===== config.mk =====
export PLATFORM = sky130hd
export DESIGN_NAME = sd_host_irq_gating
export DESIGN_NICKNAME = d
export VERILOG_FILES = /design/src/rtl/sd_irq_pkg.sv /design/src/rtl/sd_event_recorder.sv /design/src/rtl/sd_tune_ctrl.sv /design/src/rtl/sd_host_irq_gating.sv
export SDC_FILE = /design/constraint.sdc
export NUM_CORES = 1
export LEC_CHECK = 0
export BUFFER_PORTS_ARGS = -buffer_cell sky130_fd_sc_hd__clkbuf_2
export CAP_MARGIN = 25
export CORE_MARGIN = 2
export CORE_UTILIZATION = 33
export DETAILED_ROUTE_END_ITERATION = 6
export PLACE_DENSITY = 0.66
export SYNTH_ARGS = -nofsm -noshare
export SYNTH_HDL_FRONTEND = slang
export SYNTH_HIERARCHICAL = 1
export SYNTH_SLANG_ARGS = --single-unit

===== constraint.sdc =====
create_clock -name ref_clk_in -period 3 [get_ports ref_clk_in]
set_input_delay 0.45 -clock ref_clk_in [delete_from_list [all_inputs] [get_ports ref_clk_in]]
set_output_delay 0.45 -clock ref_clk_in [all_outputs]
set_load 0.005 [all_outputs]

===== src/rtl/sd_irq_pkg.sv =====
package sd_irq_pkg;

	localparam logic [7:0]  MASK_OFFSET     = 8'h00;
	localparam logic [7:0]  ENABLE_OFFSET   = 8'h04;
	localparam logic [7:0]  CTRL2_OFFSET    = 8'h08;
	localparam logic [7:0]  FLAG_OFFSET     = 8'h0C;
	localparam logic [7:0]  ISTAT_OFFSET    = 8'h10;
	localparam logic [7:0]  IMASK_OFFSET    = 8'h14;

	localparam logic [31:0] EVENT_BITS      = 32'h017F7137;
	localparam logic [31:0] ERROR_BITS      = 32'h017F0000;
	localparam int          SUMMARY_BIT     = 15;
	localparam logic [31:0] CTRL2_RW_BITS   = 32'h00870000;
	localparam logic [31:0] CTRL2_RO_BITS   = 32'h0000009F;
	localparam int          TUNED_BIT       = 23;
	localparam int          TUNE_START_BIT  = 22;
	localparam int          SPEED_LSB       = 16;
	localparam logic [31:0] RESET_VALUE     = 32'h00000000;

	localparam logic [2:0]  SPEED_SDR12     = 3'h0;
	localparam logic [2:0]  SPEED_SDR25     = 3'h1;
	localparam logic [2:0]  SPEED_SDR50     = 3'h2;
	localparam logic [2:0]  SPEED_SDR104    = 3'h3;
	localparam logic [2:0]  SPEED_DDR50     = 3'h4;

	localparam int          LOCAL_EVENTS    = 3;
	localparam logic [2:0]  LOCAL_RESET     = 3'h0;

	typedef struct packed {
		logic       auto_stop_error;
		logic       auto_index_error;
		logic       auto_endbit_error;
		logic       auto_crc_error;
		logic       auto_timeout_error;
		logic       auto_not_issued;
	} auto_err_s;

	typedef struct packed {
		logic       tuned_clock_sel;
		logic       tuning_in_progress;
		logic [2:0] bus_speed_select;
		logic       speed_code_valid;
	} ctrl_s;

	function automatic logic [31:0] ctrl2_pack(input ctrl_s c, input auto_err_s a);
		logic [31:0] w;
		w = 32'h00000000;
		w[TUNED_BIT] = c.tuned_clock_sel;
		w[TUNE_START_BIT] = c.tuning_in_progress;
		w[SPEED_LSB +: 3] = c.bus_speed_select;
		w[7] = a.auto_stop_error;
		w[4:0] = {a.auto_index_error, a.auto_endbit_error, a.auto_crc_error,
			a.auto_timeout_error, a.auto_not_issued};
		return w;
	endfunction

endpackage


===== src/rtl/sd_event_recorder.sv =====
`timescale 1ns/1ps
module sd_event_recorder
	import sd_irq_pkg::*;
(
	input  wire logic        ref_clk_in,
	input  wire logic        nrst_in,
	input  wire logic [31:0] event_in,
	input  wire logic [31:0] mask_in,
	input  wire logic [31:0] clear_in,
	output logic      [31:0] flags_out
);
	logic [31:0] flags_reg;
	logic [31:0] flags_next;
	logic [31:0] summary;

	// Set wins over a clear in the same cycle
	always_comb begin
		flags_next = (flags_reg & ~clear_in) | (event_in & mask_in & EVENT_BITS);
	end

	always_ff @(posedge ref_clk_in) begin
		if (!nrst_in) begin
			flags_reg <= RESET_VALUE;
		end else begin
			flags_reg <= flags_next;
		end
	end

	always_comb begin
		summary = flags_reg;
		summary[SUMMARY_BIT] = |(flags_reg & ERROR_BITS);
	end

	assign flags_out = summary;
endmodule


===== src/rtl/sd_tune_ctrl.sv =====
`timescale 1ns/1ps
module sd_tune_ctrl (
	input  wire logic ref_clk_in,
	input  wire logic nrst_in,
	input  wire logic start_in,
	input  wire logic done_in,
	output logic      busy_out
);
	typedef enum logic [0:0] {
		TUNE_IDLE = 1'b0,
		TUNE_BUSY = 1'b1
	} tune_state_e;

	tune_state_e state_reg;
	tune_state_e state_next;

	always_comb begin
		case (state_reg)
			TUNE_IDLE: state_next = start_in ? TUNE_BUSY : TUNE_IDLE;
			TUNE_BUSY: state_next = done_in ? TUNE_IDLE : TUNE_BUSY;
			default:   state_next = TUNE_IDLE;
		endcase
	end

	always_ff @(posedge ref_clk_in) begin
		if (!nrst_in) begin
			state_reg <= TUNE_IDLE;
		end else begin
			state_reg <= state_next;
		end
	end

	assign busy_out = (state_reg == TUNE_BUSY);
endmodule


===== src/rtl/sd_host_irq_gating.sv =====
// Functional notes
// - An event sets its flag only while its mask bit is one.
// - A flag raises the processor interrupt only while its enable bit is one.
// - Error events sit at bits 24 and 22 down to 16.
// - Boot done 14, boot ack 13, retune 12, card interrupt 8.
// - Read ready 5, write ready 4, block gap 2, data done 1, command done 0.
// - Enable register uses the same bit layout as the mask register.
// - Control bit 23 selects the tuned sampling clock.
// - Writing one to bit 22 starts tuning; reads one until tuning completes.
// - Bits 18:16 select bus speed mode; codes above four reserved.
// - Read-only bit 7 flags an error during automatic stop command.
// - Read-only bit 4 flags a wrong index in automatic command response.
// - Read-only bit 3 flags a bad end bit in automatic command response.
// - Read-only bit 2 flags a CRC failure in automatic command response.
// - Read-only bit 1 flags an automatic command response timeout.
// - Read-only bit 0 flags an automatic command never issued.
// - Summary error bit 15 reads one while any error flag is set, whatever its enable bit.
`timescale 1ns/1ps
module sd_host_irq_gating
	import sd_irq_pkg::*;
(
	input  wire logic        ref_clk_in,
	input  wire logic        nrst_in,
	input  wire logic        psel_in,
	input  wire logic        penable_in,
	input  wire logic        pwrite_in,
	input  wire logic [7:0]  paddr_in,
	input  wire logic [31:0] pwdata_in,
	input  wire logic [3:0]  pstrb_in,
	output logic      [31:0] prdata_out,
	output logic             pready_out,
	output logic             pslverr_out,
	input  wire logic [31:0] event_in,
	input  wire logic [31:0] flag_clear_in,
	input  wire logic        auto_stop_error_in,
	input  wire logic        auto_index_error_in,
	input  wire logic        auto_endbit_error_in,
	input  wire logic        auto_crc_error_in,
	input  wire logic        auto_timeout_error_in,
	input  wire logic        auto_not_issued_in,
	input  wire logic        auto_err_clear_in,
	input  wire logic        tune_done_in,
	output logic             tune_start_out,
	output logic             tuned_clock_sel_out,
	output logic      [2:0]  bus_speed_select_out,
	output logic             speed_code_valid_out,
	output logic      [31:0] flags_out,
	output logic             cpu_irq_out,
	output logic             irq_out
);
	logic [31:0] event_flag_mask_reg;
	logic [31:0] event_irq_enable_reg;
	logic        tuned_reg;
	logic [2:0]  speed_reg;
	auto_err_s   auto_err_reg;
	auto_err_s   auto_err_set;
	logic [2:0]  istat_reg;
	logic [2:0]  istat_next;
	logic [2:0]  imask_reg;
	logic [2:0]  local_evt;
	logic [31:0] prdata_reg;
	logic [31:0] prdata_q_reg;
	logic [31:0] flags;
	logic [31:0] wmask;
	logic        tune_busy;
	logic        tune_busy_d_reg;
	logic        tune_start;
	logic        cpu_irq_reg;
	logic        access;
	logic        wr;
	logic        rd;
	logic        mapped;
	ctrl_s       ctrl;

	assign access = psel_in & penable_in;
	assign wr     = access & pwrite_in;
	assign rd     = access & ~pwrite_in;
	assign mapped = (paddr_in == MASK_OFFSET) || (paddr_in == ENABLE_OFFSET) ||
		(paddr_in == CTRL2_OFFSET) || (paddr_in == FLAG_OFFSET) ||
		(paddr_in == ISTAT_OFFSET) || (paddr_in == IMASK_OFFSET);

	// Zero-wait slave; unmapped addresses answer with an error
	assign pready_out  = 1'b1;
	assign pslverr_out = access & ~mapped;

	always_comb begin
		wmask = {{8{pstrb_in[3]}}, {8{pstrb_in[2]}}, {8{pstrb_in[1]}}, {8{pstrb_in[0]}}};
	end

	// Reserved bits are not stored, so they always read zero
	always_ff @(posedge ref_clk_in) begin
		if (!nrst_in) begin
			event_flag_mask_reg <= RESET_VALUE;
		end else if (wr && paddr_in == MASK_OFFSET) begin
			event_flag_mask_reg <= ((event_flag_mask_reg & ~wmask) |
				(pwdata_in & wmask)) & EVENT_BITS;
		end
	end

	always_ff @(posedge ref_clk_in) begin
		if (!nrst_in) begin
			event_irq_enable_reg <= RESET_VALUE;
		end else if (wr && paddr_in == ENABLE_OFFSET) begin
			event_irq_enable_reg <= ((event_irq_enable_reg & ~wmask) |
				(pwdata_in & wmask)) & EVENT_BITS;
		end
	end

	always_ff @(posedge ref_clk_in) begin
		if (!nrst_in) begin
			tuned_reg <= 1'b0;
			speed_reg <= SPEED_SDR12;
		end else if (wr && paddr_in == CTRL2_OFFSET) begin
			if (pstrb_in[2]) begin
				tuned_reg <= pwdata_in[TUNED_BIT];
				speed_reg <= pwdata_in[SPEED_LSB +: 3];
			end
		end
	end

	// A one starts tuning; a zero is ignored since the bit tracks progress
	assign tune_start = wr && paddr_in == CTRL2_OFFSET && pstrb_in[2] &&
		pwdata_in[TUNE_START_BIT];

	sd_tune_ctrl u_tune (
		.ref_clk_in (ref_clk_in),
		.nrst_in    (nrst_in),
		.start_in   (tune_start),
		.done_in    (tune_done_in),
		.busy_out   (tune_busy)
	);

	always_comb begin
		auto_err_set.auto_stop_error    = auto_stop_error_in;
		auto_err_set.auto_index_error   = auto_index_error_in;
		auto_err_set.auto_endbit_error  = auto_endbit_error_in;
		auto_err_set.auto_crc_error     = auto_crc_error_in;
		auto_err_set.auto_timeout_error = auto_timeout_error_in;
		auto_err_set.auto_not_issued    = auto_not_issued_in;
	end

	// Engine clears the sticky bits at a new auto command; set wins
	always_ff @(posedge ref_clk_in) begin
		if (!nrst_in) begin
			auto_err_reg <= '0;
		end else begin
			auto_err_reg <= (auto_err_clear_in ? '0 : auto_err_reg) | auto_err_set;
		end
	end

	sd_event_recorder u_rec (
		.ref_clk_in (ref_clk_in),
		.nrst_in    (nrst_in),
		.event_in   (event_in),
		.mask_in    (event_flag_mask_reg),
		.clear_in   (flag_clear_in),
		.flags_out  (flags)
	);

	always_ff @(posedge ref_clk_in) begin
		if (!nrst_in) begin
			cpu_irq_reg <= 1'b0;
		end else begin
			cpu_irq_reg <= |(flags & event_irq_enable_reg & EVENT_BITS);
		end
	end

	always_ff @(posedge ref_clk_in) begin
		if (!nrst_in) begin
			tune_busy_d_reg <= 1'b0;
		end else begin
			tune_busy_d_reg <= tune_busy;
		end
	end

	// Local events: tuning done, any auto error, bad speed code
	always_comb begin
		local_evt[0] = tune_busy_d_reg & ~tune_busy;
		local_evt[1] = |auto_err_set;
		local_evt[2] = wr && paddr_in == CTRL2_OFFSET && pstrb_in[2] &&
			pwdata_in[SPEED_LSB +: 3] > SPEED_DDR50;
		istat_next = istat_reg;
		// Clear only what the read returned, so a setup-cycle event survives
		if (rd && paddr_in == ISTAT_OFFSET) begin
			istat_next = istat_reg & ~prdata_q_reg[2:0];
		end
		istat_next = istat_next | local_evt;
	end

	always_ff @(posedge ref_clk_in) begin
		if (!nrst_in) begin
			istat_reg <= LOCAL_RESET;
		end else begin
			istat_reg <= istat_next;
		end
	end

	always_ff @(posedge ref_clk_in) begin
		if (!nrst_in) begin
			imask_reg <= LOCAL_RESET;
		end else if (wr && paddr_in == IMASK_OFFSET && pstrb_in[0]) begin
			imask_reg <= pwdata_in[2:0];
		end
	end

	always_comb begin
		ctrl.tuned_clock_sel    = tuned_reg;
		ctrl.tuning_in_progress = tune_busy;
		ctrl.bus_speed_select   = speed_reg;
		ctrl.speed_code_valid   = (speed_reg <= SPEED_DDR50);
	end

	always_comb begin
		case (paddr_in)
			MASK_OFFSET:   prdata_reg = event_flag_mask_reg;
			ENABLE_OFFSET: prdata_reg = event_irq_enable_reg;
			CTRL2_OFFSET:  prdata_reg = ctrl2_pack(ctrl, auto_err_reg);
			FLAG_OFFSET:   prdata_reg = flags;
			ISTAT_OFFSET:  prdata_reg = {29'h0, istat_reg};
			IMASK_OFFSET:  prdata_reg = {29'h0, imask_reg};
			default:       prdata_reg = 32'h00000000;
		endcase
	end

	// Read data captured at the setup edge, stable through the access
	always_ff @(posedge ref_clk_in) begin
		if (!nrst_in) begin
			prdata_q_reg <= RESET_VALUE;
		end else if (psel_in && !penable_in && !pwrite_in) begin
			prdata_q_reg <= prdata_reg;
		end
	end

	assign prdata_out           = prdata_q_reg;
	assign tune_start_out       = tune_start;
	assign tuned_clock_sel_out  = tuned_reg;
	assign bus_speed_select_out = speed_reg;
	assign speed_code_valid_out = ctrl.speed_code_valid;
	assign flags_out            = flags;
	assign cpu_irq_out          = cpu_irq_reg;
	assign irq_out              = |(istat_reg & imask_reg);
endmodule


==> After elaboration in Yosys (flattened, before gate mapping) <==
Index checks and enable logic that the tools add are counted.
{ "op_classes": {"muxes": 6, "n_bitwise": 24, "eq_ne": 5, "order_cmp": 2, "reduce_logical": 24} }
{ "ops": {"columns": ["op", "n"], "rows": [
  ["case mux 32 bit (6 select lines)", 1],
  ["bitwise AND 25 bit", 5],
  ["bitwise OR 25 bit", 2],
  ["bitwise AND 32 bit", 1],
  ["NOT 32 bit", 1],
  ["bitwise OR 32 x 25 -> 32 bit", 1],
  ["NOT 25 bit", 1],
  ["OR reduction 17 bit", 1],
  ["equality test 8 x 4 -> 1 bit, second input constant", 2],
  ["equality test 8 x 5 -> 1 bit, second input constant", 2],
  ["logical AND 1 bit", 11],
  ["equality test 8 x 3 -> 1 bit, second input constant", 1],
  ["zero test 8 bit", 1],
  ["OR reduction 8 bit", 1],
  ["bitwise AND 3 bit", 2],
  ["two-way mux 6 bit", 1],
  ["bitwise OR 6 bit", 1],
  ["OR reduction 6 bit", 1],
  ["bitwise AND 1 bit", 5],
  ["logical OR 1 bit", 5],
  ["greater-than comparator 3 bit, second input constant", 1],
  ["less-or-equal comparator 3 bit, second input constant", 1],
  ["two-way mux 3 bit", 1],
  ["NOT 1 bit", 3],
  ["other kinds (7)", 9]
]} }
{ "totals": {"out_inout_bits": 74, "reg_bits": 117} }

==> Longest topological paths before layout <==
Gate-level depths: netlist of run 1.
{ "depth": {"depth_word": 8, "mapped_depth": 7, "mapped_depth_nobuf": 5} }

==> Hierarchy <==
Netlist of run 1, hierarchy kept.
{ "modules_own_cells": {"columns": ["module", "cells_each", "instances", "area_each_um2"], "rows": [
  ["sd_host_irq_gating", 382, 1, 3882.5],
  ["sd_event_recorder", 103, 1, 1071.0],
  ["sd_tune_ctrl", 4, 1, 51.3]
]} }

==> Worst setup path after synthesis of run 1 <==
No wires, ideal clock.
{ "synth_path": {"path_kind": "input-to-reg", "from": "input paddr_in[5]", "to": "register with a tool-made name", "arrival_time_ns": 1.973, "setup_time_ns": 0.116, "stages": 6, "path_slack_ns": 0.911, "cell_sequence": "or4_4 > buf_6 > or4_1 > buf_6 > mux2i_1 > nor2b_1"} }
{ "synth_rtl": {"columns": ["element", "line_no", "source"], "rows": [
  ["from (decl)", "sd_host_irq_gating.sv:27", "input wire logic [7:0] paddr_in,"]
]} }

==> Final worst setup path of run 1 <==
{ "layout_path": {"from": "input paddr_in[5]", "to": "output tune_start_out"} }
{ "layout_via": {"elab_chain_len": 4} }
{ "layout_rtl": {"columns": ["element", "line_no", "source"], "rows": [
  ["equality test 8 x 4 -> 1 bit", "sd_host_irq_gating.sv:122", "assign tune_start = wr && paddr_in == CTRL2_OFFSET && pstrb_in[2] &&"],
  ["logical AND 1 bit (3 in series)", "sd_host_irq_gating.sv:122", null],
  ["to (decl)", "sd_host_irq_gating.sv:43", "output logic tune_start_out,"]
]} }
Every way passes these cells.

==> flow_summary.ini, run 1 <==
[power]
power.share.sequential_pct = 42.6
p_clk_share_pct = 52.5
p_per_area_nw_per_um2 = 557.8
combPwrFrac_pct = 5.0
p_leak_nw = 2.845
swShare_pct = 23.19
intPower_mw = 2.804
ir_worst_vdd_mv = 0.4796
p_sw_mw = 0.8466

[timing]
rsz0062_at_grt = no
min_period_over_period_pct = 73.70
setup_viol_count_final = 0
report.final.slew_viol_count = 0
hold_viol = 0
skew_ns = 0.008014
setup_tns_ns = 0
min_period_ns = 2.211
worst_pin_slew_ns = 0.9497
fmax_mhz = 452.3
timing.slew.headroom_pct = 36.65

[critical_path]
rrSetupSlack_ns = 1.62
r2r-start = u_rec/flags_reg[22]$_SDFF_PN0_
crit_type = primary input to primary output
crit_buf_inv = 3
timing.rr.end = prdata_out[15]$_SDFFE_PN0P_
critPathCaptureType = primary output
cp_slowest_cell = nor4_1
crit_path_start_kind = primary input
critPathMaxStageDelay_ns = 0.36
cp_top_family = simple AND/OR/NAND/NOR gates
worst-path-stages = 6
arrival_ns = 1.76
crit_required_ns = 2.55
cp_cell_sequence = clkbuf_2 -> nor4_1 -> buf_4 -> nand4_1 -> nor2_1 -> clkbuf_2
ff2ff_path_depth = 4
cp_max_fo = 5
path_common_cell = clkbuf_2

[placement]
hpwlAfterDp_um = 10860
place.gp.congestion = 0.7783
dp.cells = 814
portBuffers = 163

[clock_network]
cts_hold_buf = 0
cts_tree = built
clock_tree.root_cell = clkbuf_16
numCtsBuffers = 17
clockBufferDepth = 2
clk_latency_ns = 0.42
htreeDepth = 4
cts.clk_slew.worst_paths_ns = 0.06
cts_setup_buffers = 0
cts_resized = 0
clock-sinks = 116

[final_layout]
insertedDiodeCount = 0
final_cell_mix = clkbuf_2 (163), dfxtp_1 (116), mux2i_1 (68)
nets = 770
syn2layout_area_growth_pct = 30.85
fin_cells = 846
drive_above_1_share_pct = 32.63
fillers = 1427
final_common_cell = clkbuf_2

[floorplanning]
ioPinCount = 195
die_w_um = 127.1
core_um2 = 14640
core.rowCount = 44
start_util_pct = 34.15
dieHeight_um = 127.1
dieArea_um2 = 16160

[route]
routed_via_density = 5.026
drt-total-wl_um = 14460
dr.pass1.iters = 4
ant_nets = 0
drc = 0
vias = 4252
post_drt_wl_per_cell_um = 17.09
drt_iter0_drc = 223

[global_routing]
track_usage_pct = 18.18
antenna_found_initial = 0
grt_overflow = 0
grt_pass1_vias = 4326
grt_max_degree = 55
grt_first_pass_wirelength_um = 22470

[synth]
ys.warnings.count = 6
synth_area_um2 = 5001
syn-num-nets = 609
syn_avg_cell_area_um2 = 10.25
synthCells = 488

[run]
cap_violations = 0

[min_path]
hold_path_end = u_rec/flags_reg[29]$_SDFF_PN0_
hp-start = flag_clear_in[29]
hold_class = primary input to register
hold_depth = 2

[outcome]
status = completed
==> worst reg2reg max path: stages, from the launching register on <==
cell and delay [ns]:
dfxtp_1 0.37, nor4_1 0.43, nand2_1 0.20, a22oi_1 0.20
nor2b_1 0.07
==> worst max-delay path by stage <==
stage / from / endpoint / slack (ns)
final: paddr_in[5] / tune_start_out / 0.79
after global routing: paddr_in[5] / pslverr_out / 0.72
after CTS: paddr_in[5] / tune_start_out / 0.77
after detailed placement: paddr_in[5] / prdata_out[5]$_SDFFE_PN0P_ / 0.48
after global placement: paddr_in[5] / prdata_out[5]$_SDFFE_PN0P_ / 0.57
after floorplan: paddr_in[5] / register / 0.91
==> routing by layer <==
layer	global-route usage, %	part of all wire [%]	vias up
met2	30.14	48	155
li1	-	-	2099
met4	8.209	2.5	0
met1	21.31	43	1975
met3	6.240	6.9	23
met5	0	0	-
==> cell type report <==
cell class                 count  area [um^2]  area share, %
clock inverter                14        130.1          1.989
sequential                   116         2322          35.49
multi-input combinational    337         2516          38.45
clock buffer                  18        439.2          6.711
tap                          184        230.2          3.518
inverter                       4        15.01         0.2294
timing repair buffer         173        890.9          13.61
==> power by group through the flow <==
stage	Sequential [mW]	Combinational, mW	Clock (mW)
after global placement	1.59	0.177	0
final	1.55	0.181	1.91
after detailed placement	1.59	0.181	0
after CTS	1.55	0.182	1.95
after global routing	1.55	0.198	2.04
after floorplan	1.59	0.0891	0
==> stage by stage <==
stage | worst slack [ns] | total power, mW | hold slack (ns) | instance area [um^2] | utilization, %
after floorplan | 0.9105 | 1.675 | 0.4401 | 5001 | -
after global placement | 0.5661 | 1.765 | 0.4501 | 5974 | 40.80
after detailed placement | 0.4848 | 1.769 | 0.4482 | 5974 | 40.80
after CTS | 0.7745 | 3.692 | 0.1686 | 6544 | 44.69
after global routing | 0.7221 | 3.790 | 0.1653 | 6544 | 44.69
final | 0.7890 | 3.650 | 0.1842 | 6544 | 44.69
(Power assumes the default switching activity.)
==> inputs of run 2 (changes only) <==
PLACE_DENSITY = 0.68   (was 0.66)
clock period = 1.9 ns   (was 3 ns; I/O delays follow)
==> run 2 against run 1 <==
Effect of this change:
- combinational power rose by 67%
- design area rose by 2.8%
- clock power rose by 53%
- register-to-register slack got worse by 1.1 ns
- critical path type is now register to primary output
- clock-buffer cell count fell by 1
- setup slack got worse by 0.73 ns
- sequential power rose by 58%
- clock skew barely moved
==> flow_summary.ini, run 2 (synthesized netlist as in run 1, its figures left out) <==
[timing]
setup_viol_count_final = 0
fmax_mhz = 542.3
min_period_over_period_pct = 97.04
min_period_ns = 1.844
report.final.slew_viol_count = 0
skew_ns = 0.007570
hold_viol = 0
rsz0062_at_grt = no

[final_layout]
utilization_pct = 45.96
drive_above_1_share_pct = 35.38
nets = 792
insertedDiodeCount = 0
fillers = 1423
fin_cells = 868
syn2layout_area_growth_pct = 34.58
final_common_cell = clkbuf_2
final_cell_mix = clkbuf_2 (163), dfxtp_1 (116), mux2i_1 (68)

[power]
p_per_area_nw_per_um2 = 843.3
p_leak_nw = 2.965
ir_worst_vdd_mv = 0.7007

[route]
post_drt_wl_per_cell_um = 16.56
ant_nets = 0
vias = 4315
drt_iter0_drc = 192
drt-total-wl_um = 14370
drc = 0
dr.pass1.iters = 5
routed_via_density = 4.971

[outcome]
status = completed

[global_routing]
grt_overflow = 0
grt_pass1_vias = 4483
track_usage_pct = 18.26
grt_max_degree = 46
grt_first_pass_wirelength_um = 23040
antenna_found_initial = 1

[critical_path]
cp_top_family = simple AND/OR/NAND/NOR gates
crit_buf_inv = 1
crit_type = register to primary output
cp_cell_sequence = nor4_1 -> nand2_1 -> clkbuf_2
crit_required_ns = 1.62
cp_slowest_cell = nor4_1
crit_path_start_kind = register
arrival_ns = 1.56
critPathMaxStageDelay_ns = 0.43
critPathCaptureType = primary output
cp_max_fo = 5

[clock_network]
htreeDepth = 4
clock-sinks = 116
clock_tree.root_cell = clkbuf_16
clk_latency_ns = 0.42
cts_setup_buffers = 0
cts_tree = built
cts.clk_slew.worst_paths_ns = 0.06
clockBufferDepth = 2
numCtsBuffers = 17

[floorplanning]
core.rowCount = 44
start_util_pct = 34.15
dieHeight_um = 127.1
ioPinCount = 195
dieArea_um2 = 16160
core_um2 = 14640
die_w_um = 127.1

[placement]
dp.cells = 836
place.gp.congestion = 0.8212
hpwlAfterDp_um = 11140
portBuffers = 163

[run]
cap_violations = 0

[min_path]
hold_class = primary input to register
[run 2: cell types whose count changed in the layout (fill, tap and decap cells not counted), moves of 2 or more]
| cell | change |
|---|---|
| clkinvlp_4 | -3 |
| or4_4 | +3 |
| buf_12 | +2 |
| or4_1 | -3 |
| inv_6 | +5 |
| buf_4 | +20 |
[run 2: routing by layer]
layer,share of wire (%),routed length (um),GRT usage (%)
met1,42,5982,20.96
met4,0.81,116,5.107
met2,50,7148,31.85
met3,7.7,1112,6.951
met5,0.077,11,0
[run 2: final cells by class]
type / count / area, um^2 / area share [%]
clock inverter: 15 / 121.4 / 1.803
inverter: 4 / 15.01 / 0.2231
tap: 184 / 230.2 / 3.421
clock buffer: 17 / 425.4 / 6.321
sequential: 116 / 2322 / 34.50
multi-input combinational: 337 / 2535 / 37.67
timing repair buffer: 195 / 1081 / 16.06
[run 2: through the flow]
| stage | setup slack [ns] | setup TNS (ns) | total power [mW] | hold slack (ns) | area, um^2 |
|---|---|---|---|---|---|
| floorplan | 0.002288 | 0 | 2.645 | 0.3566 | 5025 |
| global placement | -0.04841 | -0.2908 | 2.805 | 0.4449 | 6176 |
| detailed placement | -0.1113 | -1.092 | 2.812 | 0.4484 | 6176 |
| CTS | 0.06162 | 0 | 5.740 | 0.007480 | 6723 |
| global route | 0.001939 | 0 | 5.882 | 0.01076 | 6730 |
| finish | 0.05615 | 0 | 5.675 | 0.02444 | 6730 |
[run 2: power by group]
group / internal, mW / switching [mW] / leakage, nW
clock: 1.69 / 1.22 / 0.266
combinational: 0.157 / 0.147 / 1.76
sequential: 2.45 / 0.00920 / 0.936
total: 4.30 / 1.38 / 2.97
[run 2: what timing repair did]
item / CTS / global route
endpoints found under the setup margin: 0 / 1
hold buffers: 0 / 0
gates resized for setup: 0 / 1
[run 2: worst paths after layout]
path                             startpoint                             end  slack (ns)  cells past startpoint
min reg2reg  u_rec/flags_reg[29]$_SDFF_PN0_  u_rec/flags_reg[29]$_SDFF_PN0_        0.45                      2
min                       flag_clear_in[29]  u_rec/flags_reg[29]$_SDFF_PN0_        0.02                      2
max reg2reg  u_rec/flags_reg[22]$_SDFF_PN0_     prdata_out[15]$_SDFFE_PN0P_        0.54                      4
max          u_rec/flags_reg[22]$_SDFF_PN0_                   flags_out[15]        0.06                      3
==> inputs of run 3 (changes only) <==
PLACE_DENSITY = 0.66   (was 0.68)
clock period = 2.4 ns   (was 1.9 ns; I/O delays follow)
==> run 3 against run 2 <==
Effect of this change:
- clock-buffer cell count up 2
- critical path depth up 2
- sequential share of layout area up 0.49 points
- utilization down 0.64 points
- hold slack better by 0.065 ns
- sequential power down 21%
- final cell count down 2.0%
- die area unchanged
- wire length up 2.7%
- non-clock buffer count down 17
- combinational power down 24%
==> flow_summary.ini, run 3 (synthesized netlist as in run 1, its figures left out) <==
[global_routing]
grt_pass1_vias = 4389
track_usage_pct = 18.71
grt_first_pass_wirelength_um = 23060
grt_overflow = 0
grt_max_degree = 31
antenna_found_initial = 0

[critical_path]
cp_max_fo = 11
cp_top_family = simple AND/OR/NAND/NOR gates
arrival_ns = 1.68
crit_type = primary input to primary output
rrSetupSlack_ns = 1.01
critPathCaptureType = primary output
path_common_cell = clkbuf_2
cp_slowest_cell = or4_4
crit_path_start_kind = primary input
critPathMaxStageDelay_ns = 0.64
cp_cell_sequence = clkbuf_2 -> or4_4 -> o32ai_1 -> nor2_1 -> clkbuf_2
crit_buf_inv = 2
crit_required_ns = 2.04

[clock_network]
clock_tree.root_cell = clkbuf_16
cts.clk_slew.worst_paths_ns = 0.05
cts_resized = 0
cts_setup_buffers = 0
cts_tree = built
clk_latency_ns = 0.42
numCtsBuffers = 17
clockBufferDepth = 2
htreeDepth = 4
clock-sinks = 116
cts_hold_buf = 0

[placement]
dp.cells = 819
place.gp.congestion = 0.7827
portBuffers = 163
hpwlAfterDp_um = 11140

[outcome]
status = completed

[final_layout]
drive_above_1_share_pct = 32.98
nets = 775
final_common_cell = clkbuf_2
syn2layout_area_growth_pct = 32.70
final_cell_mix = clkbuf_2 (163), dfxtp_1 (116), mux2i_1 (68)
fin_cells = 851
insertedDiodeCount = 0

[route]
dr.pass1.iters = 5
post_drt_wl_per_cell_um = 17.35
drc = 0
vias = 4343
drt_iter0_drc = 250
drt-total-wl_um = 14770
ant_nets = 0
routed_via_density = 5.103

[timing]
timing.slew.headroom_pct = 38.48
skew_ns = 0.005180
worst_pin_slew_ns = 0.9223
setup_viol_count_final = 0
rsz0062_at_grt = no
min_period_ns = 2.042
hold_viol = 0
setup_tns_ns = 0
report.final.slew_viol_count = 0
fmax_mhz = 489.7
min_period_over_period_pct = 85.08

[run]
cap_violations = 0

[floorplanning]
dieArea_um2 = 16160
dieHeight_um = 127.1
die_w_um = 127.1
core.rowCount = 44
start_util_pct = 34.15
core_um2 = 14640
ioPinCount = 195

[power]
p_leak_nw = 2.896
ir_worst_vdd_mv = 0.5259
p_per_area_nw_per_um2 = 732.5

[min_path]
hold_class = primary input to register
[run 3: worst register-to-register path, cell delays in order (launching register included)]
cell and delay (ns):
dfxtp_1 0.39, a222oi_1 0.47, nand4_1 0.20, o21a_1 0.22
[run 3: per-layer routing]
metal,up-vias,track usage (%),wire length (um)
met5,-,0,0
met3,21,7.119,1133
met2,177,31.40,7058
met4,0,7.175,274
met1,2036,21.68,6301
li1,2109,-,-
[run 3: power breakdown]
| group | switching [mW] | total [mW] | internal, mW |
|---|---|---|---|
| Clock | 0.931 | 2.69 | 1.76 |
| Sequential | 0.00674 | 1.94 | 1.94 |
| Combinational | 0.114 | 0.229 | 0.115 |
| Total | 1.05 | 4.86 | 3.81 |
[run 3: cell type report]
cell class	count	area (um^2)
Multi-Input combinational cell	337	2516
Clock buffer	19	442.9
Sequential cell	116	2322
Inverter	4	15.01
Fill cell	1420	8008
Clock inverter	13	181.4
Tap cell	184	230.2
Timing Repair Buffer	178	928.4
[run 3: final timing paths]
| path | start | to | cells past startpoint |
|---|---|---|---|
| worst max-delay path | paddr_in[5] | pslverr_out | 5 |
| worst min register to register | u_rec/flags_reg[29]$_SDFF_PN0_ | u_rec/flags_reg[29]$_SDFF_PN0_ | 2 |
| worst min-delay path | flag_clear_in[29] | u_rec/flags_reg[29]$_SDFF_PN0_ | 2 |
| worst max register to register | u_rec/flags_reg[19]$_SDFF_PN0_ | cpu_irq_out$_SDFF_PN0_ | 3 |
[run 3: stage by stage]
stage	hold WS [ns]	instance area, um^2	power (mW)	util [%]	worst slack [ns]
2_1_floorplan	0.4316	5001	2.094	-	0.4005
3_3_place_gp	0.4492	6012	2.208	41.05	0.1780
3_5_place_dp	0.4573	6012	2.214	41.05	0.1020
4_1_cts	0.06897	6636	4.917	45.32	0.3458
5_1_grt	0.08185	6636	5.014	45.32	0.2848
6_report	0.08903	6636	4.861	45.32	0.3580
